`src/inc/hss_pkg.sv`:
```
package hss_pkg;

  // Timing base for the homing time limit.
  localparam int CLK_FREQ_KHZ     = 250000;
  localparam int TIMEOUT_UNIT_MS  = 100;
  localparam int TIMEOUT_UNIT_CYC = TIMEOUT_UNIT_MS * CLK_FREQ_KHZ;

  // Register index map on the plain register port.
  localparam int         ADDR_W          = 4;
  localparam logic [3:0] REG_CTRL        = 4'h0;
  localparam logic [3:0] REG_METHOD      = 4'h1;
  localparam logic [3:0] REG_SW_SPEED    = 4'h2;
  localparam logic [3:0] REG_FINE_SPEED  = 4'h3;
  localparam logic [3:0] REG_TIME_LIMIT  = 4'h4;
  localparam logic [3:0] REG_CALC_METHOD = 4'h5;
  localparam logic [3:0] REG_HOME_OFFSET = 4'h6;
  localparam logic [3:0] REG_STATUS      = 4'h7;
  localparam logic [3:0] REG_ACT_POS     = 4'h8;

  // Control and status field positions.
  localparam int CTRL_START_BIT = 0;
  localparam int CTRL_ABORT_BIT = 1;
  localparam int STAT_BUSY_BIT  = 0;
  localparam int STAT_DONE_BIT  = 1;
  localparam int STAT_FAULT_BIT = 2;
  localparam int STAT_BADM_BIT  = 3;

  // Reset values.
  localparam logic [7:0]  METHOD_RST     = 8'h01;
  localparam logic [31:0] SPEED_RST      = 32'h0;
  localparam logic [15:0] TIME_LIMIT_RST = 16'hc350;
  localparam logic [31:0] OFFSET_RST     = 32'h0;

  // Method codes with special handling.
  localparam logic [7:0] METHOD_MIN     = 8'h01;
  localparam logic [7:0] METHOD_MAX     = 8'h09;
  localparam logic [7:0] METHOD_NEG_OT  = 8'h01;
  localparam logic [7:0] METHOD_POS_OT  = 8'h02;
  localparam logic [7:0] METHOD_OT_HIT  = 8'h07;

  // Bit positions of the pin carrier.
  localparam logic [1:0] PIN_NEG  = 2'h3;
  localparam logic [1:0] PIN_POS  = 2'h2;
  localparam logic [1:0] PIN_HOME = 2'h1;
  localparam logic [1:0] PIN_IDX  = 2'h0;

  typedef struct packed {
    logic negative_overtravel_input;
    logic positive_overtravel_input;
    logic home_switch_input;
    logic index_pulse;
  } hss_pins_t;

  typedef struct packed {
    logic       fwd;
    logic       fast;
    logic [1:0] pin;
    logic       rise;
    logic       last;
  } hss_step_t;

  typedef enum logic [1:0] {
    ST_IDLE,
    ST_SEEK,
    ST_INDEX,
    ST_STOP
  } hss_state_t;

endpackage : hss_pkg

```
`src/design/hss_homing_search_sequencer.sv`:
```
// Contract
// - High-speed segments use switch search speed, low-speed ones fine search speed.
// - Method 1, negative overtravel off: fast reverse, slow forward, index after fall.
// - Method 1, negative overtravel on: slow forward, index after its fall.
// - Method 2, positive overtravel off: fast forward, slow reverse, index after fall.
// - Method 2, positive overtravel on: slow reverse, index after its fall.
// - Method 3, home off: fast forward, slow reverse at rise, index after fall.
// - Method 3, home on: slow reverse, index after home fall.
// - Method 4, home off: fast forward, slow reverse, forward at fall, index after rise.
// - Method 4, home on: slow reverse, forward at fall, index after next rise.
// - Method 5, home off: fast reverse, slow forward at rise, index after fall.
// - Method 5, home on: slow forward, index after home fall.
// - Method 6, home off: fast reverse, slow forward, slow reverse, index after rise.
// - Method 6, home on: slow forward, slow reverse at fall, index after rise.
// - Method 7, no overtravel hit: fast forward, slow reverse, index after fall.
// - Method 7, overtravel hit: reverse fast, slow, forward, reverse, index after fall.
// - Method 7, home on: slow reverse, index after home fall.
// - Method 8, no hit: fast forward, slow reverse, slow forward, index after rise.
// - Method 8, hit: fast reverse, slow reverse, slow forward, index after rise.
// - Method 8, home on: slow reverse, forward at fall, index after rise.
// - Method 9, no hit: fast forward, slow forward, slow reverse, index after rise.
// - Method 9, hit: reverse, slow forward at rise, slow reverse, index after rise.
// - Method 9, home on: slow forward, reverse at fall, index after rise.
// - Homing not finished within a nonzero limit of 100 ms units raises timeout fault; a limit of 0 disables it.
// - On completion position is offset, or feedback plus offset, per calc method.
//
// The address-and-strobe port and the address map are this design's own decisions.
`timescale 1ns/1ps

module hss_homing_search_sequencer
  import hss_pkg::*;
#(
  parameter int unsigned TICK_CYC = TIMEOUT_UNIT_CYC
)(
  input  wire logic              i_clk_sys,
  input  wire logic              i_rstn,
  input  wire logic [ADDR_W-1:0] i_addr,
  input  wire logic [31:0]       i_wdata,
  input  wire logic              i_wr,
  input  wire logic              i_rd,
  output logic [31:0]            o_rdata,
  input  wire hss_pins_t         i_pins,
  input  wire logic [31:0]       i_feedback_pos,
  input  wire logic              i_motor_stopped,
  output logic                   o_move_en,
  output logic                   o_dir_fwd,
  output logic [31:0]            o_speed_cmd,
  output logic                   o_busy,
  output logic                   o_done,
  output logic                   o_homing_timeout_fault,
  output logic [31:0]            o_actual_position_value
);

  localparam int TW = $clog2(TICK_CYC + 1);

  typedef struct packed {
    logic [3:0]  sy1;
    logic [3:0]  sy2;
    logic [3:0]  prev;
    hss_state_t  state;
    logic [1:0]  phase;
    logic        hit;
    logic [7:0]  homing_method_code;
    logic [31:0] switch_search_speed;
    logic [31:0] fine_search_speed;
    logic [15:0] time_limit;
    logic        position_calc_method;
    logic [31:0] home_offset_value;
    logic        busy;
    logic        done;
    logic        fault;
    logic        badm;
    logic [TW-1:0] tick;
    logic [15:0] units;
    logic        move;
    logic        fwd;
    logic [31:0] speed;
    logic [31:0] act_pos;
    logic [31:0] rdata;
  } hss_regs_t;

  hss_regs_t s_ff;
  hss_regs_t nxt_s;

  function automatic hss_step_t mk(input logic fwd, input logic fast, input logic [1:0] pin,
                                   input logic rise, input logic last);
    return {fwd, fast, pin, rise, last};
  endfunction : mk

  // Phase 0 is the fast search; a start with the switch already active skips it.
  function automatic hss_step_t step_of(input logic [7:0] m, input logic hit, input logic [1:0] ph);
    hss_step_t r;
    r = mk(1'b1, 1'b0, PIN_HOME, 1'b0, 1'b1);
    case (m)
      8'h01:
      begin
        if (ph == 2'h0) r = mk(1'b0, 1'b1, PIN_NEG, 1'b1, 1'b0);
        else            r = mk(1'b1, 1'b0, PIN_NEG, 1'b0, 1'b1);
      end
      8'h02:
      begin
        if (ph == 2'h0) r = mk(1'b1, 1'b1, PIN_POS, 1'b1, 1'b0);
        else            r = mk(1'b0, 1'b0, PIN_POS, 1'b0, 1'b1);
      end
      8'h03:
      begin
        if (ph == 2'h0) r = mk(1'b1, 1'b1, PIN_HOME, 1'b1, 1'b0);
        else            r = mk(1'b0, 1'b0, PIN_HOME, 1'b0, 1'b1);
      end
      8'h04:
      begin
        if (ph == 2'h0)      r = mk(1'b1, 1'b1, PIN_HOME, 1'b1, 1'b0);
        else if (ph == 2'h1) r = mk(1'b0, 1'b0, PIN_HOME, 1'b0, 1'b0);
        else                 r = mk(1'b1, 1'b0, PIN_HOME, 1'b1, 1'b1);
      end
      8'h05:
      begin
        if (ph == 2'h0) r = mk(1'b0, 1'b1, PIN_HOME, 1'b1, 1'b0);
        else            r = mk(1'b1, 1'b0, PIN_HOME, 1'b0, 1'b1);
      end
      8'h06:
      begin
        if (ph == 2'h0)      r = mk(1'b0, 1'b1, PIN_HOME, 1'b1, 1'b0);
        else if (ph == 2'h1) r = mk(1'b1, 1'b0, PIN_HOME, 1'b0, 1'b0);
        else                 r = mk(1'b0, 1'b0, PIN_HOME, 1'b1, 1'b1);
      end
      8'h07:
      begin
        if (hit)
        begin
          if (ph == 2'h0)      r = mk(1'b0, 1'b1, PIN_HOME, 1'b1, 1'b0);
          else if (ph == 2'h1) r = mk(1'b0, 1'b0, PIN_HOME, 1'b0, 1'b0);
          else if (ph == 2'h2) r = mk(1'b1, 1'b0, PIN_HOME, 1'b1, 1'b0);
          else                 r = mk(1'b0, 1'b0, PIN_HOME, 1'b0, 1'b1);
        end
        else if (ph == 2'h0) r = mk(1'b1, 1'b1, PIN_HOME, 1'b1, 1'b0);
        else                 r = mk(1'b0, 1'b0, PIN_HOME, 1'b0, 1'b1);
      end
      8'h08:
      begin
        if (hit && ph == 2'h0) r = mk(1'b0, 1'b1, PIN_HOME, 1'b1, 1'b0);
        else if (ph == 2'h0)   r = mk(1'b1, 1'b1, PIN_HOME, 1'b1, 1'b0);
        else if (ph == 2'h1)   r = mk(1'b0, 1'b0, PIN_HOME, 1'b0, 1'b0);
        else                   r = mk(1'b1, 1'b0, PIN_HOME, 1'b1, 1'b1);
      end
      8'h09:
      begin
        if (hit && ph == 2'h0) r = mk(1'b0, 1'b1, PIN_HOME, 1'b1, 1'b0);
        else if (ph == 2'h0)   r = mk(1'b1, 1'b1, PIN_HOME, 1'b1, 1'b0);
        else if (ph == 2'h1)   r = mk(1'b1, 1'b0, PIN_HOME, 1'b0, 1'b0);
        else                   r = mk(1'b0, 1'b0, PIN_HOME, 1'b1, 1'b1);
      end
      default: r = mk(1'b1, 1'b0, PIN_HOME, 1'b0, 1'b1);
    endcase
    return r;
  endfunction : step_of

  logic [3:0] rise_v;
  logic [3:0] fall_v;
  hss_step_t  cur;
  hss_step_t  nstep;
  logic       start_req;
  logic       abort_req;
  logic       timed_out;
  logic       seg_edge;
  logic       ot_hit;
  logic [1:0] start_pin;

  always_comb
  begin
    nxt_s = s_ff;
    // Only the second stage reads the first; edges come from registered samples.
    nxt_s.sy1   = i_pins;
    nxt_s.sy2   = s_ff.sy1;
    nxt_s.prev  = s_ff.sy2;
    nxt_s.rdata = 32'h0;
    rise_v = s_ff.sy2 & ~s_ff.prev;
    fall_v = ~s_ff.sy2 & s_ff.prev;
    cur       = step_of(s_ff.homing_method_code, s_ff.hit, s_ff.phase);
    start_req = i_wr && (i_addr == REG_CTRL) && i_wdata[CTRL_START_BIT] && !i_wdata[CTRL_ABORT_BIT];
    abort_req = i_wr && (i_addr == REG_CTRL) && i_wdata[CTRL_ABORT_BIT];
    timed_out = (s_ff.time_limit != 16'h0) && (s_ff.units >= s_ff.time_limit);
    seg_edge  = cur.rise ? rise_v[cur.pin] : fall_v[cur.pin];
    ot_hit    = (s_ff.homing_method_code >= METHOD_OT_HIT) && !s_ff.hit && (s_ff.phase == 2'h0) &&
                rise_v[PIN_POS];
    start_pin = (s_ff.homing_method_code == METHOD_NEG_OT) ? PIN_NEG :
                (s_ff.homing_method_code == METHOD_POS_OT) ? PIN_POS : PIN_HOME;

    // Method and calculation choice are frozen while a search runs.
    if (i_wr)
    begin
      case (i_addr)
        REG_METHOD:      if (!s_ff.busy) nxt_s.homing_method_code = i_wdata[7:0];
        REG_SW_SPEED:    nxt_s.switch_search_speed = i_wdata;
        REG_FINE_SPEED:  nxt_s.fine_search_speed = i_wdata;
        REG_TIME_LIMIT:  nxt_s.time_limit = i_wdata[15:0];
        REG_CALC_METHOD: if (!s_ff.busy) nxt_s.position_calc_method = i_wdata[0];
        REG_HOME_OFFSET: nxt_s.home_offset_value = i_wdata;
        default:         nxt_s.rdata = 32'h0;
      endcase
    end
    if (i_rd)
    begin
      case (i_addr)
        REG_METHOD:      nxt_s.rdata = {24'h0, s_ff.homing_method_code};
        REG_SW_SPEED:    nxt_s.rdata = s_ff.switch_search_speed;
        REG_FINE_SPEED:  nxt_s.rdata = s_ff.fine_search_speed;
        REG_TIME_LIMIT:  nxt_s.rdata = {16'h0, s_ff.time_limit};
        REG_CALC_METHOD: nxt_s.rdata = {31'h0, s_ff.position_calc_method};
        REG_HOME_OFFSET: nxt_s.rdata = s_ff.home_offset_value;
        REG_STATUS:
        begin
          nxt_s.rdata[STAT_BUSY_BIT]  = s_ff.busy;
          nxt_s.rdata[STAT_DONE_BIT]  = s_ff.done;
          nxt_s.rdata[STAT_FAULT_BIT] = s_ff.fault;
          nxt_s.rdata[STAT_BADM_BIT]  = s_ff.badm;
        end
        REG_ACT_POS:     nxt_s.rdata = s_ff.act_pos;
        default:         nxt_s.rdata = 32'h0;
      endcase
    end

    // The time limit is counted in whole units from the accepted start.
    if (s_ff.busy)
    begin
      nxt_s.tick  = (s_ff.tick == TW'(TICK_CYC - 1)) ? '0 : s_ff.tick + TW'(1);
      nxt_s.units = (s_ff.tick == TW'(TICK_CYC - 1)) ? s_ff.units + 16'h1 : s_ff.units;
    end

    case (s_ff.state)
      ST_IDLE:
      begin
        if (start_req)
        begin
          nxt_s.done  = 1'b0;
          nxt_s.fault = 1'b0;
          if (s_ff.homing_method_code >= METHOD_MIN && s_ff.homing_method_code <= METHOD_MAX)
          begin
            nxt_s.badm  = 1'b0;
            nxt_s.busy  = 1'b1;
            nxt_s.hit   = 1'b0;
            nxt_s.tick  = '0;
            nxt_s.units = 16'h0;
            nxt_s.phase = s_ff.sy2[start_pin] ? 2'h1 : 2'h0;
            nxt_s.state = ST_SEEK;
          end
          else
            nxt_s.badm = 1'b1;
        end
      end
      ST_SEEK:
      begin
        if (ot_hit)
          nxt_s.hit = 1'b1;
        else if (seg_edge && cur.last)
          nxt_s.state = ST_INDEX;
        else if (seg_edge)
          nxt_s.phase = s_ff.phase + 2'h1;
      end
      ST_INDEX: if (rise_v[PIN_IDX]) nxt_s.state = ST_STOP;
      ST_STOP:
      begin
        if (i_motor_stopped)
        begin
          nxt_s.done  = 1'b1;
          nxt_s.busy  = 1'b0;
          nxt_s.state = ST_IDLE;
          nxt_s.act_pos = s_ff.position_calc_method ? i_feedback_pos + s_ff.home_offset_value :
                                                      s_ff.home_offset_value;
        end
      end
      default: nxt_s.state = ST_IDLE;
    endcase

    // Timeout and abort override every step of a running search.
    if (s_ff.busy && (timed_out || abort_req))
    begin
      nxt_s.fault = timed_out;
      nxt_s.busy  = 1'b0;
      nxt_s.done  = 1'b0;
      nxt_s.state = ST_IDLE;
    end

    nstep      = step_of(nxt_s.homing_method_code, nxt_s.hit, nxt_s.phase);
    nxt_s.move = (nxt_s.state == ST_SEEK) || (nxt_s.state == ST_INDEX);
    if (nxt_s.move)
      nxt_s.fwd = nstep.fwd;
    nxt_s.speed = nxt_s.move ? (nstep.fast ? nxt_s.switch_search_speed : nxt_s.fine_search_speed) : 32'h0;
  end

  always_ff @(posedge i_clk_sys or negedge i_rstn)
  begin
    if (!i_rstn)
    begin
      s_ff                      <= '0;
      s_ff.state                <= ST_IDLE;
      s_ff.homing_method_code   <= METHOD_RST;
      s_ff.switch_search_speed  <= SPEED_RST;
      s_ff.fine_search_speed    <= SPEED_RST;
      s_ff.time_limit           <= TIME_LIMIT_RST;
      s_ff.home_offset_value    <= OFFSET_RST;
      s_ff.fwd                  <= 1'b1;
    end
    else
      s_ff <= nxt_s;
  end

  assign o_rdata                 = s_ff.rdata;
  assign o_move_en               = s_ff.move;
  assign o_dir_fwd               = s_ff.fwd;
  assign o_speed_cmd             = s_ff.speed;
  assign o_busy                  = s_ff.busy;
  assign o_done                  = s_ff.done;
  assign o_homing_timeout_fault  = s_ff.fault;
  assign o_actual_position_value = s_ff.act_pos;
endmodule : hss_homing_search_sequencer

```
`config.mk`:
```
export PLATFORM = sky130hd
export DESIGN_NAME = hss_homing_search_sequencer
export DESIGN_NICKNAME = d
export VERILOG_FILES = /design/src/inc/hss_pkg.sv /design/src/design/hss_homing_search_sequencer.sv
export SDC_FILE = /design/constraint.sdc
export NUM_CORES = 1
export LEC_CHECK = 0
export BUFFER_PORTS_ARGS = -buffer_cell sky130_fd_sc_hd__buf_2
export CORE_UTILIZATION = 30
export CTS_BUF_LIST = sky130_fd_sc_hd__clkbuf_16
export CTS_CLUSTER_DIAMETER = 50
export CTS_CLUSTER_SIZE = 40
export DETAILED_ROUTE_END_ITERATION = 12
export PLACE_DENSITY_LB_ADDON = 0.05
export SYNTH_ARGS = -nofsm -noshare
export SYNTH_HDL_FRONTEND = slang
export SYNTH_SLANG_ARGS = --single-unit
```
`constraint.sdc`:
```
create_clock -name i_clk_sys -period 10.4 [get_ports i_clk_sys]
set_clock_uncertainty 0.2 [all_clocks]
set_input_delay 1.04 -clock i_clk_sys [delete_from_list [all_inputs] [get_ports i_clk_sys]]
set_output_delay 1.04 -clock i_clk_sys [all_outputs]
set_load 0.01 [all_outputs]
```
==> results.md <==
* Outcome: finished clean
* Fin util at 35.4%
* Critical Path End Type: flip-flop
* Final Hold Fails at 0
* Total GRT Usage at 19.0%
* Cts hold-fix bufs at 0
* Max clock buf depth at 3
* Syn. warnings at 0
* Vias in the first global route at 11500
* CTS clk-pin slew, worst paths at 50 ps
* Share of cells above drive strength 1 at 27.2%
* Slowest CP cell: nor3_4
* CTS root buf: clkbuf_16
* WL/cell at 21.4 microns
* Period utilization at 48.5%
* Post-Route WL at 47400 microns
* Cell taking the most area after synthesis: dfrtp_1
* Min setup slack post-route at 5360 ps
* DR iter-0 viols at 749
* Sequential fraction of the synthesis area at 46.9%
* Logic pwr share at 28.0%
* Routed Antenna Nets at 0
* Ports at 178
* Power Internal at 2.80 mW
* Syn Nets at 1568
* Tmin final at 5040 ps
* Cts repair resizes at 0
* Leading cell type in the layout, fill and taps excluded: dfrtp_1
* Max-slew violations at 0
* Hpwl dp at 32800 microns
* Largest fanout on the critical path at 18
* CP required at 10640 ps
* Slew HR at 19.2%
* Critical path's largest stage delay at 960 ps
* Place WS at 4670 ps
* Drc violations at 0
* FMAX at 198 MHz
* Die X at 226 microns
* EDFF count, synth at 0
* Critical Path Source Type: input pin
* Post-CTS Setup Bufs at 0
* Most frequent cells in the layout: dfrtp_1, buf_2, mux2_2, nor2_1, nand2_1
* Library cells used by synthesis at 78
* Worst hold slack at 144 ps
* Synth area leaders: dfrtp_1, mux2_2, buf_4
* Flop pwr share at 38.3%
* Sw Share at 36.0%
* Hold WC Path Type: flip-flop to flip-flop
* Total gr overflow at 0
* Initial Utilization at 30.5%
* Core footprint at 0.0492 sq mm
* Initial antenna violation count at 6
* Fill count at 5002
* Detailed Routing Iterations Pass 1 at 6
* CP arrival at 5280 ps
* Vias at 11100
* First-pass GRT wire length at 72600 microns
* Pwr per Cell Area at 251 mW/mm^2
* CTS tree: yes
* Pleak at 7.68 nW
* Die area at 0.0509 sq mm
* Register-to-Register Setup Slack at 5500 ps
* WS Path Type: input pin to flip-flop
* Main flop type after synthesis: dfrtp_1
* Gpl congestion at 0.808
* RSZ-0062 raised after global routing: false
* Design Power at 4.37 mW
* H-tree lvl count at 2
* NetSw at 1.57 mW
* Worst path most repeated cell: nand2b_1
* VDD IR max at 0.113 mV
* Area delta synth->final at 15.8%
* Crit path max-delay family: simple AND/OR/NAND/NOR gates
* Mean Syn Cell Area at 10.4 sq um
* Worst-margin pin slew at 1210 ps
* Nets at 1647
* Yosys reg bits at 281
* Max_cap viols at 0
* Largest net degree at the start of global routing at 105
* Vias per cell at 5.03
* Post-Syn Area at 0.0150 sq mm
* CP cell instances: buf_2, nand2b_1, nor4b_1, nand2b_1, mux2_2, nor4_2, o211ai_1, nor3_4, buf_4, mux2i_1, nor2_1
* Synth top area share at 45.5%
* Setup tns final at 0 ps
* Asr flop ratio synth at 100%
* Setup violations, final at 0
* Core Rows at 81
* Clk_lat worst skew at 590 ps
* Buf/Inv on CP at 2
* Clk sinks at 281
* Total CTS buffers at 43
* Die Span Y at 226 microns
* Synthesized instance count at 1437
* Clk pwr share at 33.8%
* # port buffers at 177
layer usage:
metal / GRT usage (%) / part of all wire (%) / vias to the layer above
met2: 29.2 / 44 / 267
met1: 27.3 / 49 / 5571
met5: 0 / 0.048 / -
met4: 5.00 / 2.3 / 4
met3: 3.40 / 4.4 / 70
li1: - / - / 5216
path summary, 6_finish.rpt:
kind | from | to | cells past startpoint
min | nxt_s[274] | nxt_s[270] | 0
max | i_addr[3] | o_speed_cmd[26] | 11
max reg2reg | s_ff[257] | o_speed_cmd[26] | 11
min in group asynchronous | i_rstn | o_speed_cmd[6] | 1
max in group asynchronous | i_rstn | s_ff[115] | 3
min reg2reg | nxt_s[274] | nxt_s[270] | 0
cell usage after synthesis, types with 3 or more instances:
master	count
a211oi_1	5
nor3_1	20
nand3_1	33
nand2_1	105
a211o_1	3
buf_1	12
dfstp_2	8
a21o_1	14
and3_1	11
dfrtp_1	273
o21ai_1	9
a22oi_1	26
and4_1	4
nand4_1	20
buf_6	3
mux2i_1	50
nand2b_1	9
o21ai_0	56
mux2_2	120
o2111ai_1	3
buf_4	96
xnor2_1	22
a222oi_1	24
buf_2	5
a21oi_1	80
nor2_1	119
a21boi_0	6
ha_1	53
xor2_1	40
a31oi_1	15
or3_1	6
nor4b_1	6
clkbuf_1	45
nor4bb_1	4
nor4_1	11
o21a_1	6
nor3b_1	5
or2_2	3
nor2b_1	15
inv_1	43
o21bai_1	5
per-stage QoR:
stage | cells | area, sq um
after floorplan | 1437 | 15000
after global placement | 2135 | 15900
after detailed placement | 2135 | 15900
after CTS | 2213 | 17400
after global routing | 2214 | 17400
final | 2214 | 17400
power by group through the flow:
stage	combinational [mW]	clock [mW]	sequential [mW]
final	1.22	1.47	1.67
after global routing	1.39	1.56	1.72
after CTS	1.24	1.51	1.68
after detailed placement	1.24	0	1.69
after global placement	1.23	0	1.69
after floorplan	0.999	0	1.56
registers in the layout (all words and copies together) (netlist names):
name	count
o_speed_cmd	32
o_done	1
s_ff	172
o_move_en	1
o_homing_timeout_fault	1
o_dir_fwd	1
o_rdata	32
nxt_s	8
o_actual_position_value	32
o_busy	1
area by class of cell:
type	instances	area, sq um	share of cell area, %
Timing Repair Buffer	195	1030	5.93
Multi-Input combinational cell	951	6870	39.5
Clock buffer	43	1080	6.19
Sequential cell	281	7040	40.5
Inverter	44	165	0.950
Antenna cell	1	2.50	0.0144
Clock inverter	35	373	2.14
Tap cell	664	831	4.78
kinds of logic after synthesis:
| family | count (synthesis) | synth area share, % |
|---|---|---|
| and+or+nand+nor | 387 | 12.7 |
| buffers and inverters | 205 | 7.72 |
| AOI/OAI and AO/OA | 277 | 12.1 |
| muxes | 171 | 12.4 |
| DFF | 281 | 46.9 |
| xor gates and xnor gates | 62 | 3.62 |
| adders and majority gates | 54 | 4.55 |
No activity file was read; power rests on OpenSTA's default activity.
